**src/rgst_pkg.sv**
```systemverilog
// Shared constants and types of the readout glue and sensor timer.
package rgst_pkg;

    // ********************************************************************
    // Processor I/O space map
    // ********************************************************************
    localparam int unsigned IO_ADDR_W     = 5;
    localparam logic [4:0]  IO_UART_LAST  = 5'h07;
    localparam logic [4:0]  IO_TIMER      = 5'h10;
    localparam logic [4:0]  IO_SOFT_RST   = 5'h11;
    localparam logic [4:0]  IO_BOARD_ID   = 5'h12;
    localparam logic        TIMER_START_D0 = 1'b0;

    // ********************************************************************
    // Clocking and link
    // ********************************************************************
    localparam int unsigned CLK_HZ        = 200_000_000;
    localparam int unsigned SCLK_DIV      = 10;
    localparam logic [31:0] LINK_BAUD     = 32'h0001_c200;

    // ********************************************************************
    // Sensor timer geometry and pixel slot phases
    // ********************************************************************
    localparam int unsigned PIX_REAL      = 2048;
    localparam int unsigned PIX_DUMMY     = 39;
    localparam int unsigned PIX_TOTAL     = PIX_REAL + PIX_DUMMY;
    localparam int unsigned PIX_W         = 12;
    localparam int unsigned PHASE_W       = 4;
    localparam logic [3:0]  PH_FIRST      = 4'h0;
    localparam logic [3:0]  PH_RST_END    = 4'h3;
    localparam logic [3:0]  PH_BLACK_BEG  = 4'h4;
    localparam logic [3:0]  PH_CLK_END    = 4'h7;
    localparam logic [3:0]  PH_SIG_BEG    = 4'h8;
    localparam logic [3:0]  PH_SIG_END    = 4'hb;
    localparam logic [3:0]  PH_CONV_BEG   = 4'hc;
    localparam logic [3:0]  PH_LAST       = 4'hf;
    localparam logic [7:0]  GATE_LEN_RST  = 8'h28;

    // ********************************************************************
    // Wishbone register map (byte addresses)
    // ********************************************************************
    localparam logic [3:0]  WB_STATUS     = 4'h0;
    localparam logic [3:0]  WB_CONTROL    = 4'h4;
    localparam logic [3:0]  WB_INFO       = 4'h8;
    localparam int unsigned ST_BOARD_SEL  = 3;
    localparam int unsigned ST_HARD_RST   = 4;
    localparam int unsigned ST_PIX_LSB    = 16;

    // Timer states, one-hot.
    typedef enum logic [2:0] {
        T_IDLE = 3'b001,
        T_GATE = 3'b010,
        T_SCAN = 3'b100
    } rgst_state_t;

    // True when a slot phase lies inside an inclusive window.
    function automatic logic rgst_in_win(input logic [3:0] ph, input logic [3:0] lo, input logic [3:0] hi);
        return (ph >= lo) && (ph <= hi);
    endfunction : rgst_in_win

endpackage : rgst_pkg

```
**src/rgst_io_if.sv**
```systemverilog
// Processor I/O bus and its decoded selects, between decoder and core.
`timescale 1ns/10ps
interface rgst_io_if;
    logic       io_sel_n;
    logic       rd_n;
    logic       wr_n;
    logic [4:0] addr;
    logic       uart_sel_n;
    logic       uart_rd_n;
    logic       uart_wr_n;
    logic       timer_hit;
    logic       soft_rst;
    logic       id_gate_n;

    modport decoder (input io_sel_n, rd_n, wr_n, addr,
                     output uart_sel_n, uart_rd_n, uart_wr_n, timer_hit, soft_rst, id_gate_n);
    modport core (output io_sel_n, rd_n, wr_n, addr,
                  input uart_sel_n, uart_rd_n, uart_wr_n, timer_hit, soft_rst, id_gate_n);
endinterface : rgst_io_if

```
**src/rgst_clk_div.sv**
```systemverilog
// Free-running even divider for the peripheral serial clock.
`timescale 1ns/10ps
module rgst_clk_div #(
    parameter int unsigned DIV = 10
) (
    input  wire logic clk_in,
    input  wire logic nrst_in,
    output logic      sclk_out
);
    localparam int unsigned HALF = DIV / 2;
    localparam int unsigned CW   = $clog2(HALF + 1);
    localparam logic [CW-1:0] HALF_LAST = CW'(HALF - 1);

    logic [CW-1:0] cnt;

    // Toggle every half period, never gated.
    always_ff @(posedge clk_in or negedge nrst_in) begin
        if (!nrst_in) begin
            cnt      <= '0;
            sclk_out <= 1'b0;
        end else if (cnt == HALF_LAST) begin
            cnt      <= '0;
            sclk_out <= !sclk_out;
        end else begin
            cnt      <= cnt + CW'(1);
        end
    end
endmodule : rgst_clk_div

```
**src/rgst_io_decode.sv**
```systemverilog
// Address decoder of the processor I/O space.
`timescale 1ns/10ps
module rgst_io_decode
    import rgst_pkg::*;
(
    rgst_io_if.decoder bus
);
    logic io_act;
    logic uart_hit;

    // An access counts only while the I/O space and a strobe are active.
    assign io_act   = !bus.io_sel_n && (!bus.rd_n || !bus.wr_n);
    assign uart_hit = io_act && (bus.addr <= IO_UART_LAST);

    // UART select and strobes follow the processor strobes.
    assign bus.uart_sel_n = !uart_hit;
    assign bus.uart_rd_n  = !(uart_hit && !bus.rd_n);
    assign bus.uart_wr_n  = !(uart_hit && !bus.wr_n);

    // Timer, soft reset and board number gate decode.
    assign bus.timer_hit  = !bus.io_sel_n && !bus.wr_n && (bus.addr == IO_TIMER);
    assign bus.soft_rst   = io_act && (bus.addr == IO_SOFT_RST);
    assign bus.id_gate_n  = !(!bus.io_sel_n && !bus.rd_n && (bus.addr == IO_BOARD_ID));
endmodule : rgst_io_decode

```
**src/rgst_top.sv**
```systemverilog
// Readout glue: I/O decode, signal steering, serial clock and sensor timer.
`timescale 1ns/10ps

// Notes on behaviour
// Serial clock is the system clock divided by ten, always running.
// I/O accesses decode from space select, strobes and address bits 0-4.
// Addresses 0-7 assert UART select with matching UART read or write.
// Write to address 16 starts the sensor timer sequence.
// Timer uses only data bit 0 of the write.
// Read at address 18 opens the board number gates.
// Processor reset on hard reset or on access to address 17.
// Processor reset output is the inverted OR of hard reset and soft reset.
// UART interrupt is passed inverted to the processor.
// Board selected flag is inverted to steer upstream transmit.
// Timer makes shift clock, reset, gate, captures, converter select, flag.
// Heartbeat loss asserts hard reset, resetting UART and processor.
// Upstream receive feeds UART and repeats unchanged downstream.
// Selected board sends UART data upstream, else downstream data.
// Link is fixed at 115200 bps, 8N1.
// Test mode and clock go downstream; test data out feeds next board.
// Processor reads board number after any reset.
// Writing zero to address 16 starts a conversion cycle.
// Timer goes idle, then gate with output gate, then scan.
// Each cycle has 2087 pixel slots: 2048 real, 39 dummy.
// After the last pixel the timer returns to idle.
// Selects act only with space select and strobe, never for unused addresses.
// Hard reset forces timer idle with sensor outputs inactive.
module rgst_top
    import rgst_pkg::*;
#(
    parameter int unsigned PIX_COUNT = PIX_TOTAL,
    parameter int unsigned DIV       = SCLK_DIV
) (
    input  wire logic        clk_in,
    input  wire logic        nrst_in,
    input  wire logic        io_space_select_n_in,
    input  wire logic        read_strobe_n_in,
    input  wire logic        write_strobe_n_in,
    input  wire logic [4:0]  io_addr_in,
    input  wire logic        io_data0_in,
    output logic             uart_select_n_out,
    output logic             uart_read_n_out,
    output logic             uart_write_n_out,
    output logic             board_id_gate_n_out,
    input  wire logic        hard_reset_in,
    output logic             processor_reset_n_out,
    output logic             uart_reset_out,
    input  wire logic        uart_interrupt_in,
    output logic             uart_interrupt_n_out,
    input  wire logic        board_selected_in,
    output logic             board_selected_n_out,
    input  wire logic        upstream_rx_in,
    output logic             uart_rx_out,
    output logic             downstream_tx_out,
    input  wire logic        uart_tx_in,
    input  wire logic        downstream_rx_in,
    output logic             upstream_tx_out,
    input  wire logic        test_mode_in,
    input  wire logic        test_clock_in,
    input  wire logic        test_data_core_in,
    output logic             test_mode_out,
    output logic             test_clock_out,
    output logic             test_data_chain_out,
    output logic             serial_clock_out,
    output logic             sensor_shift_clock_n_out,
    output logic             sensor_reset_n_out,
    output logic             register_output_gate_n_out,
    output logic             black_level_capture_out,
    output logic             signal_capture_out,
    output logic             converter_select_n_out,
    output logic             transfer_start_flag_out,
    input  wire logic        wb_cyc_in,
    input  wire logic        wb_stb_in,
    input  wire logic        wb_we_in,
    input  wire logic [3:0]  wb_adr_in,
    input  wire logic [3:0]  wb_sel_in,
    input  wire logic [31:0] wb_dat_in,
    output logic [31:0]      wb_dat_out,
    output logic             wb_ack_out
);
    localparam logic [PIX_W-1:0] PIX_LAST = PIX_W'(PIX_COUNT - 1);

    // ********************************************************************
    // Declarations
    // ********************************************************************
    rgst_io_if         io_bus ();
    rgst_state_t       state;
    rgst_state_t       next_state;
    logic [PHASE_W-1:0] phase;
    logic [PIX_W-1:0]  pixel;
    logic [7:0]        gate_cnt;
    logic [7:0]        gate_len;
    logic [7:0]        gate_len_eff;
    logic              timer_hit_q;
    logic              timer_start;
    logic              gate_done;
    logic              scan_done;
    logic              scanning;
    logic              wb_req;
    logic [31:0]       next_rdata;

    // ********************************************************************
    // I/O decode and serial clock
    // ********************************************************************
    // The decoder sees only the five low address bits.
    assign io_bus.io_sel_n = io_space_select_n_in;
    assign io_bus.rd_n     = read_strobe_n_in;
    assign io_bus.wr_n     = write_strobe_n_in;
    assign io_bus.addr     = io_addr_in;

    rgst_io_decode u_dec (
        .bus (io_bus.decoder)
    );

    // UART select and strobes, active only inside a real access.
    assign uart_select_n_out   = io_bus.uart_sel_n;
    assign uart_read_n_out     = io_bus.uart_rd_n;
    assign uart_write_n_out    = io_bus.uart_wr_n;
    // Board number gate for the read at its address.
    assign board_id_gate_n_out = io_bus.id_gate_n;

    // Peripheral serial clock, free running.
    rgst_clk_div #(
        .DIV (DIV)
    ) u_sclk (
        .clk_in   (clk_in),
        .nrst_in  (nrst_in),
        .sclk_out (serial_clock_out)
    );

    // ********************************************************************
    // Reset, interrupt and link steering
    // ********************************************************************
    // Processor reset is low for hard reset or the soft reset access.
    assign processor_reset_n_out = !(hard_reset_in || io_bus.soft_rst);
    // A missed heartbeat raises hard reset, which also clears the UART.
    assign uart_reset_out        = hard_reset_in;
    // Interrupt and board flag are inverted on their way through.
    assign uart_interrupt_n_out  = !uart_interrupt_in;
    assign board_selected_n_out  = !board_selected_in;

    // Receive data is repeated bit for bit; rate and framing are untouched.
    assign uart_rx_out       = upstream_rx_in;
    assign downstream_tx_out = upstream_rx_in;
    // Upstream source follows the board selection.
    assign upstream_tx_out   = board_selected_in ? uart_tx_in : downstream_rx_in;

    // Test access chain to the next board.
    assign test_mode_out       = test_mode_in;
    assign test_clock_out      = test_clock_in;
    assign test_data_chain_out = test_data_core_in;

    // ********************************************************************
    // Sensor timer
    // ********************************************************************
    // Start on the first cycle of a timer write carrying a zero bit 0.
    assign timer_start  = io_bus.timer_hit && !timer_hit_q && (io_data0_in == TIMER_START_D0);
    assign gate_len_eff = (gate_len == 8'h00) ? 8'h01 : gate_len;
    assign gate_done    = (gate_cnt == gate_len_eff - 8'h01);
    // The cycle ends at the last phase of the last dummy pixel.
    assign scan_done    = (phase == PH_LAST) && (pixel == PIX_LAST);
    assign scanning     = (state == T_SCAN);

    // Access edge detector for the timer write.
    always_ff @(posedge clk_in or negedge nrst_in) begin
        if (!nrst_in) begin
            timer_hit_q <= 1'b0;
        end else begin
            timer_hit_q <= io_bus.timer_hit;
        end
    end

    // Idle, gate, scan sequence; hard reset overrides everything.
    always_comb begin
        next_state = state;
        case (state)
            T_IDLE: begin
                if (timer_start) begin
                    next_state = T_GATE;
                end
            end
            T_GATE: begin
                if (gate_done) begin
                    next_state = T_SCAN;
                end
            end
            T_SCAN: begin
                if (scan_done) begin
                    next_state = T_IDLE;
                end
            end
            default: begin
                next_state = T_IDLE;
            end
        endcase
        if (hard_reset_in) begin
            next_state = T_IDLE;
        end
    end

    // State register.
    always_ff @(posedge clk_in or negedge nrst_in) begin
        if (!nrst_in) begin
            state <= T_IDLE;
        end else begin
            state <= next_state;
        end
    end

    // Gate length counter, cleared outside the gate state.
    always_ff @(posedge clk_in or negedge nrst_in) begin
        if (!nrst_in) begin
            gate_cnt <= 8'h00;
        end else if (state == T_GATE && next_state == T_GATE) begin
            gate_cnt <= gate_cnt + 8'h01;
        end else begin
            gate_cnt <= 8'h00;
        end
    end

    // Slot phase and pixel counters run only while scanning.
    always_ff @(posedge clk_in or negedge nrst_in) begin
        if (!nrst_in) begin
            phase <= PH_FIRST;
            pixel <= '0;
        end else if (!scanning || hard_reset_in) begin
            phase <= PH_FIRST;
            pixel <= '0;
        end else begin
            phase <= phase + PHASE_W'(1);
            if (phase == PH_LAST) begin
                pixel <= scan_done ? '0 : pixel + PIX_W'(1);
            end
        end
    end

    // Sensor, capture and converter controls from state and phase.
    always_ff @(posedge clk_in or negedge nrst_in) begin
        if (!nrst_in) begin
            register_output_gate_n_out <= 1'b1;
            sensor_shift_clock_n_out   <= 1'b1;
            sensor_reset_n_out         <= 1'b1;
            black_level_capture_out    <= 1'b0;
            signal_capture_out         <= 1'b0;
            converter_select_n_out     <= 1'b1;
            transfer_start_flag_out    <= 1'b0;
        end else begin
            register_output_gate_n_out <= !(next_state == T_GATE);
            sensor_shift_clock_n_out   <= !(scanning && !hard_reset_in && rgst_in_win(phase, PH_FIRST, PH_CLK_END));
            sensor_reset_n_out         <= !(scanning && !hard_reset_in && rgst_in_win(phase, PH_FIRST, PH_RST_END));
            black_level_capture_out    <= scanning && !hard_reset_in && rgst_in_win(phase, PH_BLACK_BEG, PH_CLK_END);
            signal_capture_out         <= scanning && !hard_reset_in && rgst_in_win(phase, PH_SIG_BEG, PH_SIG_END);
            converter_select_n_out     <= !(scanning && !hard_reset_in && rgst_in_win(phase, PH_CONV_BEG, PH_LAST));
            transfer_start_flag_out    <= scanning && !hard_reset_in && (phase == PH_CONV_BEG);
        end
    end

    // ********************************************************************
    // Wishbone slave
    // ********************************************************************
    assign wb_req = wb_cyc_in && wb_stb_in;

    // Read mux; unmapped offsets read as zero.
    always_comb begin
        next_rdata = 32'h0000_0000;
        case (wb_adr_in)
            WB_STATUS: begin
                next_rdata[2:0]                        = state;
                next_rdata[ST_BOARD_SEL]               = board_selected_in;
                next_rdata[ST_HARD_RST]                = hard_reset_in;
                next_rdata[ST_PIX_LSB +: PIX_W]        = pixel;
            end
            WB_CONTROL: begin
                next_rdata[7:0] = gate_len;
            end
            WB_INFO: begin
                next_rdata = LINK_BAUD;
            end
            default: begin
                next_rdata = 32'h0000_0000;
            end
        endcase
    end

    // Single-wait acknowledge with registered read data.
    always_ff @(posedge clk_in or negedge nrst_in) begin
        if (!nrst_in) begin
            wb_ack_out <= 1'b0;
            wb_dat_out <= 32'h0000_0000;
        end else begin
            wb_ack_out <= wb_req && !wb_ack_out;
            if (wb_req && !wb_ack_out) begin
                wb_dat_out <= next_rdata;
            end
        end
    end

    // Gate length register, written at the acknowledging edge.
    always_ff @(posedge clk_in or negedge nrst_in) begin
        if (!nrst_in) begin
            gate_len <= GATE_LEN_RST;
        end else if (wb_req && wb_we_in && wb_ack_out && wb_adr_in == WB_CONTROL && wb_sel_in[0]) begin
            gate_len <= wb_dat_in[7:0];
        end
    end
endmodule : rgst_top

```
**config.mk**
```make
export PLATFORM = sky130hd
export DESIGN_NAME = rgst_top
export DESIGN_NICKNAME = d
export VERILOG_FILES = /design/src/rgst_pkg.sv /design/src/rgst_io_if.sv /design/src/rgst_clk_div.sv /design/src/rgst_io_decode.sv /design/src/rgst_top.sv
export SDC_FILE = /design/constraint.sdc
export NUM_CORES = 1
export LEC_CHECK = 0
export ABC_CLOCK_PERIOD_IN_PS = 3100
export CAP_MARGIN = 40
export CORE_MARGIN = 8
export CORE_UTILIZATION = 44
export CTS_BUF_LIST = sky130_fd_sc_hd__clkbuf_4
export DETAILED_ROUTE_END_ITERATION = 7
export DONT_BUFFER_PORTS = 1
export GPL_TIMING_DRIVEN = 1
export PLACE_DENSITY_LB_ADDON = 0.08
export SLEW_MARGIN = 10
export SYNTH_ARGS = -nofsm -noshare
export SYNTH_HDL_FRONTEND = slang
export SYNTH_SLANG_ARGS = --single-unit
```
**constraint.sdc**
```tcl
create_clock -name clk_in -period 3.1 [get_ports clk_in]
set_input_delay 0.31 -clock clk_in [delete_from_list [all_inputs] [get_ports clk_in]]
set_output_delay 0.31 -clock clk_in [all_outputs]
set_load 0.01 [all_outputs]
```
==> impl_metrics.csv, run 1 <==
group,metric,value,unit
clock_tree,clock_latency,0.41,ns
timing,timing.slew.headroom,41.6,%
floorplanning,dieArea,0.0111,mm2
timing,fin_skew,0.0195,ns
routing,drc,0,
clock_tree,clkTransAtPathRegs,0.11,ns
clock_tree,post-cts-setup-buffers,0,
global_route,gr-total-overflow,0,
final_layout,multiInputGateArea,0.00158,mm2
global_route,grt_pass1_wl,12800,um
yosys,yosys.area_share.simple,22.2,%
critical_path,crit_path_max_fanout,11,
yosys,ys_ff_latch,69,
routing,met3WireLength,735,um
place,dp_slack,0.386,ns
timing,fin_setup_tns,0,ns
critical_path,arrival,3.08,ns
yosys,synth_xor_area_share,5.98,%
place,gp_congestion,0.822,
yosys,yosysSeqAreaShare,49.4,%
yosys,synth_cells,358,
timing,fmax,365,MHz
place,place_hpwl,5350,um
clock_tree,cts_max_path_buffers,2,
global_route,antenna_found_initial,0,
job,max-cap-violations,0,
critical_path,slowest_delay,0.50,ns
final_layout,diodes,0,
critical_path,path_delay_family,"compound AO/OA/AOI/OAI gates",
final_layout,fillerInstances,729,
routing,dr.pass1.iters,4,
yosys,synth_flop_cell,"dfrtp_1",
routing,wl_per_cell,15.9,um
routing,ant_nets,0,
routing,drt-met1-wl,3700,um
floorplanning,rows,32,
floorplanning,ios,118,
routing,wl,7470,um
critical_path,critPathLaunchType,"flip-flop",
clock_tree,cts_tree,"yes",
final_layout,postLayoutCellArea,0.00377,mm2
place,placedCellCount,445,
critical_path,worstSetupEndpointType,"flip-flop",
critical_path,cp.required,3.44,ns
timing,finalCriticalPeriod,2.74,ns
timing,rsz0062_at_grt,"false",
final_layout,final_common_cell,"dfrtp_1",
worst_hold_path,worst_hold_path_type,"in -> reg",
routing,top_layer_used,"met4",
yosys,syn_area,0.00351,mm2
power,peakVddDrop,232,uV
clock_tree,cts.sinks,69,
yosys,yosysWarnings,0,
clock_tree,clockRootBuffer,"clkbuf_4",
critical_path,worst-path-buf-inv,1,
timing,finalWorstSetupSlack,0.361,ns
final_layout,seqCellArea,0.00174,mm2
global_route,grt_max_degree,70,
yosys,synthMuxAreaShare,2.24,%
global_route,grt_pass1_vias,2467,
timing,setup_violations,0,
final_layout,final_cells,469,
timing,hold_viol_final,0,
critical_path,critPathSlowestCell,"dfrtp_1",
clock_tree,cts_inserted_buffers,9,
global_route,grtUsageTotal,14.2,%
routing,route.met2.wl,2930,um
timing,worst_pin_slew,0.874,ns
floorplanning,core_area,0.00773,mm2
place,place_area,0.00354,mm2
clock_tree,h-tree-depth,3,
routing,vias,2500,
routing,drtIter0Drc,110,
floorplanning,dieWidth,105,um
timing,period_share,88.4,%
power,p_leak,1.68,nW
critical_path,crit_chain,"nor3_4 > a41oi_4 > ha_1 > nor2b_1 > a221o_2 > and3_1 > a221oi_2 > buf_4 > a31o_2",
yosys,synth_edf_count,0,
place,port_buffers,0,
yosys,synth_compound_area_share,10.6,%
floorplanning,start_util,45.5,%
final_layout,nets,433,
yosys,synth-async-reset-ratio,100,%
final_layout,drive_gt1_share,13.9,%
yosys,synth_cell_types,51,
yosys,avgSynthCellArea,9.81,um2
power,p_per_area,423,mW/mm2
critical_path,path_class,"reg -> reg",
timing,slew_viol_final,0,
floorplanning,die_height,105,um
yosys,synthAdderAreaFrac,2.85,%
run_status,status,"finished clean",
routing,vias_per_cell,5.33,
power,fin_total_pwr,1.60,mW
final_layout,layout_common_cells,"62 x dfrtp_1, 51 x nand2_1, 27 x nand3_1",
final_layout,area_delta_synth_final,7.30,%
yosys,synth_top_family_by_area,"simple AND/OR/NAND/NOR gates",
==> Yosys cell counts, drive strengths merged (4+ instances only) <==
master	n	area share, %
a21oi	14	2.0
a22oi	5	1.1
and3	6	1.1
buf	19	4.1
clkbuf	9	0.96
dfrtp	62	44
dfstp	7	5.2
ha	8	2.8
inv	15	1.6
mux2	7	2.2
nand2	51	5.4
nand2b	6	1.1
nand3	27	3.8
nand4	4	0.71
nor2	23	2.5
nor3	7	1.3
nor4b	5	1.6
o21ai	17	2.4
or3	7	1.2
xnor2	14	3.5
xor2	10	2.5
==> cells by family (layout without fill, tap and decap cells) <==
group / count (synthesis) / in the layout
other: 1 / 9
buffers and inverters: 43 / 44
xor gates and xnor gates: 24 / 24
and+or+nand+nor: 152 / 152
AOI/OAI and AO/OA: 54 / 54
adders and majority gates: 8 / 8
DFF: 69 / 69
muxes: 7 / 7
==> sequential cells by signal, summed over array words and instances (netlist names) <==
signal / count
wb_dat_out: 21
pixel: 12
gate_cnt: 8
gate_len: 8
phase: 4
state: 3
u_sclk.cnt: 3
black_level_capture_out: 1
converter_select_n_out: 1
register_output_gate_n_out: 1
sensor_reset_n_out: 1
sensor_shift_clock_n_out: 1
signal_capture_out: 1
timer_hit_q: 1
transfer_start_flag_out: 1
u_sclk.sclk_out: 1
wb_ack_out: 1
==> layout make-up <==
class | count | area share, %
sequential | 69 | 46.0
multi-input combinational | 254 | 41.9
timing repair buffer | 13 | 3.45
tap | 102 | 3.39
clock buffer | 10 | 1.99
clock inverter | 6 | 1.73
inverter | 15 | 1.49
==> power breakdown <==
part           internal [mW]  switching (mW)
clock                  0.253           0.329
sequential             0.910          0.0135
combinational         0.0314          0.0596
total                   1.19           0.402
==> routing by layer <==
layer / up-vias / global-route usage, %
met5: - / 0
met4: 0 / 6.32
met3: 10 / 5.85
met2: 82 / 18.6
met1: 1180 / 19.9
li1: 1228 / -
==> stage by stage <==
| stage | util (%) | hold WS [ns] |
|---|---|---|
| final | 48.8 | 0.0502 |
| after global routing | 48.8 | 0.000731 |
| after CTS | 48.6 | 0.00295 |
| after detailed placement | 45.8 | 0.0169 |
| after global placement | 45.8 | 0.0168 |
| after floorplan | - | 0.0144 |
==> what timing repair did <==
action / in CTS / in global routing
resized for setup: 0 / 0
hold buffers: 6 / 1
hold endpoints to repair: 72 / 1
==> final timing paths <==
path | end | from | depth (start not counted) | slack (ns)
max | state[2] | gate_len[2] | 9 | 0.36
min in group asynchronous | pixel[7] | nrst_in | 2 | 0.41
max reg2reg | state[2] | gate_len[2] | 9 | 0.36
max in group asynchronous | gate_len[3] | nrst_in | 2 | 2.33
min reg2reg | u_sclk.cnt[0] | u_sclk.cnt[0] | 1 | 0.47
min | wb_dat_out[15] | wb_adr_in[3] | 2 | 0.05
Power figures use the tool's default switching activity.
==> inputs of run 2 (changes only) <==
--- a/config.mk
+++ b/config.mk
@@ -17,4 +17,5 @@
 export SLEW_MARGIN = 10
 export SYNTH_ARGS = -nofsm -noshare
 export SYNTH_HDL_FRONTEND = slang
+export SYNTH_HIERARCHICAL = 1
 export SYNTH_SLANG_ARGS = --single-unit
==> impl_metrics.csv, run 2 <==
group,metric,value,unit
run_status,status,"finished clean",
critical_path,path_class,"reg -> reg",
timing,hold_viol_final,0,
yosys,synthTopCellsByArea,"dfrtp_1 45%, dfstp_2 5.3%, nand2_1 4.9%",
routing,drtIter0Drc,72,
power,peakVddDrop,211,uV
clock_tree,cts.sinks,69,
floorplanning,dieArea,0.0110,mm2
final_layout,postLayoutCellArea,0.00378,mm2
clock_tree,cts_max_path_buffers,2,
power,switching_share,23.0,%
routing,drc,0,
yosys,avgSynthCellArea,10.1,um2
routing,ant_nets,0,
final_layout,largest_register_ffs,21,
global_route,grt_util_met2,20.5,%
routing,dr.pass1.iters,4,
global_route,grt_max_degree,70,
timing,finalCriticalPeriod,2.76,ns
yosys,yosysWarnings,6,
yosys,yosysSeqAreaShare,50.0,%
power,p_clk_share,42.1,%
critical_path,arrival,3.12,ns
clock_tree,cts_tree,"yes",
global_route,use_met3,5.59,%
worst_hold_path,holdPathEnd,"state[0]",
global_route,grt_pass1_wl,12500,um
power,p_switching,403,uW
final_layout,final_cells,454,
global_route,grt_pass1_vias,2483,
power,internal-power,1.35,mW
yosys,ys_ff_latch,69,
final_layout,final_common_cell,"dfrtp_1",
critical_path,crit_chain,"nor4_1 > nand2b_1 > nor3_1 > nor2_1 > ha_1 > xnor2_1 > a221o_1 > a211oi_1 > a31o_2 > o31a_1",
timing,rsz0062_at_grt,"false",
floorplanning,rows,32,
place,placedCellCount,428,
timing,timing.slew.headroom,39.1,%
global_route,gr-total-overflow,0,
critical_path,slowest_delay,0.39,ns
yosys,synth-async-reset-ratio,100,%
critical_path,reg2reg_slack,0.34,ns
timing,worst_pin_slew,0.901,ns
critical_path,cp.required,3.46,ns
place,dp_slack,0.255,ns
clock_tree,clockRootBuffer,"clkbuf_4",
critical_path,worst_r2r_path_depth,10,
power,p_comb_share,5.4,%
worst_hold_path,worst_hold_path_type,"in -> reg",
power,p_seq_share,52.5,%
critical_path,worstSetupEndpointType,"flip-flop",
place,place_hpwl,5110,um
critical_path,startpoint,"gate_len[3]",
final_layout,area_delta_synth_final,8.95,%
yosys,synth_cell_types,54,
floorplanning,dieWidth,105,um
critical_path,critPathSlowestCell,"dfstp_2",
global_route,grt_busiest_layer,"met2",
final_layout,layout_common_cells,"62 x dfrtp_1, 45 x nand2_1, 31 x nor2_1",
yosys,synth_cells,343,
final_layout,max_flop_register,"wb_dat_out",
routing,wl,7380,um
floorplanning,core_area,0.00769,mm2
routing,vias,2389,
clock_tree,clkTransAtPathRegs,0.12,ns
yosys,synth_flop_cell,"dfrtp_1",
final_layout,finish.utilization,49.2,%
critical_path,critPathLaunchType,"flip-flop",
timing,finalWorstSetupSlack,0.338,ns
timing,fin_setup_tns,0,ns
final_layout,largestRegisters,"wb_dat_out x21, pixel x12",
power,p_per_area,463,mW/mm2
place,place_area,0.00348,mm2
worst_hold_path,min_path_cells,2,
yosys,synth_top_cell_by_area,"dfrtp_1",
power,p_leak,1.72,nW
floorplanning,die_height,105,um
global_route,grt.met1_usage,17.6,%
timing,setup_violations,0,
floorplanning,start_util,45.1,%
place,port_buffers,0,
critical_path,worst-path-buf-inv,0,
timing,slew_viol_final,0,
clock_tree,h-tree-depth,3,
critical_path,path_delay_family,"compound AO/OA/AOI/OAI gates",
final_layout,fillerInstances,758,
worst_hold_path,worstHoldStart,"hard_reset_in",
final_layout,nets,418,
timing,fmax,362,MHz
critical_path,crit_path_max_fanout,10,
routing,vias_per_cell,5.26,
yosys,yosys.area.top_type_share,44.7,%
power,fin_total_pwr,1.75,mW
global_route,grtUsageTotal,14.0,%
job,max-cap-violations,0,
yosys,syn_area,0.00347,mm2
routing,wl_per_cell,16.3,um
final_layout,diodes,0,
critical_path,r2r_end,"register_output_gate_n_out",
critical_path,regToRegStartpoint,"gate_len[3]",
final_layout,drive_gt1_share,11.9,%
clock_tree,cts_inserted_buffers,9,
place,gp_congestion,0.821,
yosys,synth_edf_count,0,
yosys,yosys-top-cells-count,"62 x dfrtp_1, 45 x nand2_1, 31 x nor2_1",
timing,fin_skew,0.0151,ns
timing,period_share,89.1,%
timing,whs,0.0320,ns
global_route,antenna_found_initial,1,
clock_tree,clock_latency,0.41,ns
yosys,synth.most_common_cell,"dfrtp_1",
floorplanning,ios,118,
==> run 2: worst reg2reg max path, stage by stage (launching register included) <==
cell	delay, ns
dfstp_2	0.39
nor4_1	0.37
nand2b_1	0.18
nor3_1	0.18
nor2_1	0.07
ha_1	0.28
xnor2_1	0.15
a221o_1	0.33
a211oi_1	0.24
a31o_2	0.33
o31a_1	0.19
==> run 2: logic make-up after synthesis <==
group,after synthesis,share of synthesized area (%)
and+or+nand+nor,148,22.5
DFF,69,50.0
buffers and inverters,41,6.46
AOI/OAI and AO/OA,39,7.83
xor gates and xnor gates,26,6.57
muxes,11,3.64
adders and majority gates,8,2.89
other,1,0.108
==> run 2: final cells by class <==
type	instances	area, um2	area share [%]
Tap cell	102	128	3.38
Timing Repair Buffer	13	140	3.71
Inverter	13	48.8	1.29
Clock buffer	9	67.6	1.79
Clock inverter	7	114	3.01
Multi-Input combinational cell	241	1550	40.9
Sequential cell	69	1740	45.9
==> run 2: routing by layer <==
| metal | wire length (um) | vias to the layer above |
|---|---|---|
| li1 | - | 1166 |
| met1 | 3420 | 1149 |
| met4 | 119 | 2 |
| met3 | 579 | 13 |
| met2 | 3250 | 59 |
| met5 | 13 | - |
==> run 2: power groups by stage <==
| stage | sequential [mW] | combinational, mW | clock (mW) |
|---|---|---|---|
| finish | 0.919 | 0.0946 | 0.736 |
| detailed placement | 0.936 | 0.0647 | 0 |
| floorplan | 0.932 | 0.0741 | 0 |
| global placement | 0.936 | 0.0635 | 0 |
| CTS | 0.919 | 0.0961 | 0.754 |
| global route | 0.920 | 0.107 | 0.791 |
==> run 2: what timing repair did <==
| action | CTS | global route |
|---|---|---|
| hold endpoints to repair | 76 | 0 |
| hold buffers | 10 | 0 |
| endpoints found under the setup margin | 0 | 1 |
| gates resized for setup | 0 | 1 |
| buffers inserted | 0 | 0 |
==> run 2: worst max path at each step <==
stage,slack [ns],endpoint,depth (start not counted)
5_1_grt,0.13,state[1],10
2_1_floorplan,0.56,state[1],12
3_3_place_gp,0.27,register_output_gate_n_out,10
4_1_cts,0.19,register_output_gate_n_out,10
6_report,0.34,register_output_gate_n_out,10
3_5_place_dp,0.26,state[1],10
==> inputs of run 3 (changes only) <==
--- a/config.mk
+++ b/config.mk
@@ -5,7 +5,7 @@
 export SDC_FILE = /design/constraint.sdc
 export NUM_CORES = 1
 export LEC_CHECK = 0
-export ABC_CLOCK_PERIOD_IN_PS = 3100
+export ABC_CLOCK_PERIOD_IN_PS = 3400
 export CAP_MARGIN = 40
 export CORE_MARGIN = 8
 export CORE_UTILIZATION = 44
==> constraint.sdc (replaced) <==
create_clock -name clk_in -period 3.4 [get_ports clk_in]
set_input_delay 0.34 -clock clk_in [delete_from_list [all_inputs] [get_ports clk_in]]
set_output_delay 0.34 -clock clk_in [all_outputs]
set_load 0.01 [all_outputs]
==> impl_metrics.csv, run 3 (synthesized netlist as in run 2, its figures left out) <==
group,metric,value,unit
place,place_hpwl,5160,um
clock_tree,clockRootBuffer,"clkbuf_4",
final_layout,area_delta_synth_final,6.28,%
worst_hold_path,min_path_cells,2,
power,p_clk_share,38.9,%
routing,vias,2339,
power,fin_total_pwr,1.50,mW
power,p_seq_share,55.8,%
global_route,grtUsageTotal,13.7,%
worst_hold_path,worstHoldStart,"wb_adr_in[3]",
place,dp_slack,0.443,ns
floorplanning,rows,32,
critical_path,arrival,3.36,ns
timing,rsz0062_at_grt,"false",
final_layout,final_common_cell,"dfrtp_1",
critical_path,worstSetupEndpointType,"flip-flop",
timing,fin_skew,0.0129,ns
final_layout,final_cells,447,
floorplanning,die_height,105,um
critical_path,slowest_delay,0.49,ns
final_layout,largest_register_ffs,21,
global_route,gr-total-overflow,0,
worst_hold_path,holdPathEnd,"wb_dat_out[15]",
final_layout,largestRegisters,"wb_dat_out x21, pixel x12",
clock_tree,h-tree-depth,3,
floorplanning,core_area,0.00769,mm2
final_layout,drive_gt1_share,11.6,%
routing,drtIter0Drc,50,
final_layout,max_flop_register,"wb_dat_out",
place,place_area,0.00346,mm2
floorplanning,ios,118,
power,peakVddDrop,194,uV
final_layout,layout_common_cells,"62 x dfrtp_1, 45 x nand2_1, 31 x nor2_1",
worst_hold_path,worst_hold_path_type,"in -> reg",
critical_path,worst_r2r_path_depth,10,
critical_path,critPathLaunchType,"flip-flop",
place,port_buffers,0,
critical_path,worst-path-buf-inv,0,
final_layout,fillerInstances,733,
floorplanning,start_util,45.1,%
critical_path,cp.required,3.75,ns
timing,hold_viol_final,0,
job,max-cap-violations,0,
timing,setup_violations,0,
critical_path,crit_path_max_fanout,10,
timing,finalCriticalPeriod,3.01,ns
critical_path,crit_chain,"nor4_1 > nand2b_1 > nor3_1 > nor2_1 > ha_1 > xnor2_1 > a221o_1 > a211oi_1 > a31o_1 > o31a_1",
power,internal-power,1.16,mW
power,p_leak,1.69,nW
floorplanning,dieWidth,105,um
timing,finalWorstSetupSlack,0.389,ns
run_status,status,"finished clean",
timing,period_share,88.6,%
clock_tree,cts_inserted_buffers,9,
power,switching_share,23.1,%
final_layout,seqCellArea,0.00174,mm2
final_layout,nets,411,
power,p_switching,347,uW
place,gp_congestion,0.813,
clock_tree,cts_tree,"yes",
global_route,grt_pass1_wl,12300,um
final_layout,multiInputGateArea,0.00155,mm2
clock_tree,cts.sinks,69,
routing,dr.pass1.iters,4,
global_route,grt_pass1_vias,2368,
power,p_per_area,407,mW/mm2
timing,timing.slew.headroom,43.4,%
place,placedCellCount,426,
clock_tree,clkTransAtPathRegs,0.12,ns
global_route,grt_max_degree,70,
critical_path,path_delay_family,"compound AO/OA/AOI/OAI gates",
critical_path,regToRegStartpoint,"gate_len[4]",
routing,ant_nets,0,
routing,wl_per_cell,16.1,um
routing,wl,7200,um
critical_path,r2r_end,"register_output_gate_n_out",
timing,worst_pin_slew,0.837,ns
critical_path,path_depth,10,
critical_path,critPathSlowestCell,"dfrtp_1",
timing,fmax,332,MHz
global_route,antenna_found_initial,1,
routing,vias_per_cell,5.23,
routing,drc,0,
timing,fin_setup_tns,0,ns
timing,slew_viol_final,0,
critical_path,path_class,"reg -> reg",
final_layout,diodes,0,
critical_path,reg2reg_slack,0.39,ns
clock_tree,post-cts-setup-buffers,0,
floorplanning,dieArea,0.0110,mm2
clock_tree,clock_latency,0.41,ns
clock_tree,cts_max_path_buffers,2,
power,p_comb_share,5.3,%
final_layout,postLayoutCellArea,0.00369,mm2
run 3: worst max-delay path by stage:
stage | startpoint | endpoint | slack [ns]
2_1_floorplan | gate_len[3] | state[1] | 0.86
3_3_place_gp | gate_len[4] | register_output_gate_n_out | 0.45
3_5_place_dp | gate_len[4] | state[1] | 0.44
4_1_cts | gate_len[4] | register_output_gate_n_out | 0.36
5_1_grt | gate_len[4] | register_output_gate_n_out | 0.10
6_report | gate_len[4] | register_output_gate_n_out | 0.39
run 3: area by class of cell:
cell class	instances	area share (%)
multi-input cells	241	41.9
well taps	102	3.46
inverters	13	1.32
clock buffers	10	2.04
clock inverters	6	2.14
repair buffers	6	2.04
flip-flops and latches	69	47.1
run 3: timing repair:
action / CTS / global route
hold endpoints to repair: 70 / 1
gates resized for setup: 0 / 0
hold buffers: 4 / 1
run 3: per-stage QoR:
stage	util (%)	hold slack (ns)
after floorplan	-	0.0444
after global placement	45.1	0.0468
after detailed placement	45.1	0.0465
after CTS	47.8	0.00319
after global routing	47.9	0.0351
final	47.9	0.0522
run 3: power by group through the flow:
| stage | combinational (mW) | clock [mW] | sequential (mW) |
|---|---|---|---|
| 2_1_floorplan | 0.0676 | 0 | 0.850 |
| 3_3_place_gp | 0.0559 | 0 | 0.854 |
| 3_5_place_dp | 0.0565 | 0 | 0.855 |
| 4_1_cts | 0.0796 | 0.608 | 0.839 |
| 5_1_grt | 0.0913 | 0.642 | 0.840 |
| 6_report | 0.0789 | 0.584 | 0.839 |
run 3: routing by layer:
metal | vias to the layer above | routed length (um) | global-route usage, %
li1 | 1156 | - | -
met1 | 1109 | 3350 | 17.5
met2 | 60 | 3170 | 20.0
met3 | 12 | 554 | 5.22
met4 | 2 | 111 | 6.01
met5 | - | 13 | 0
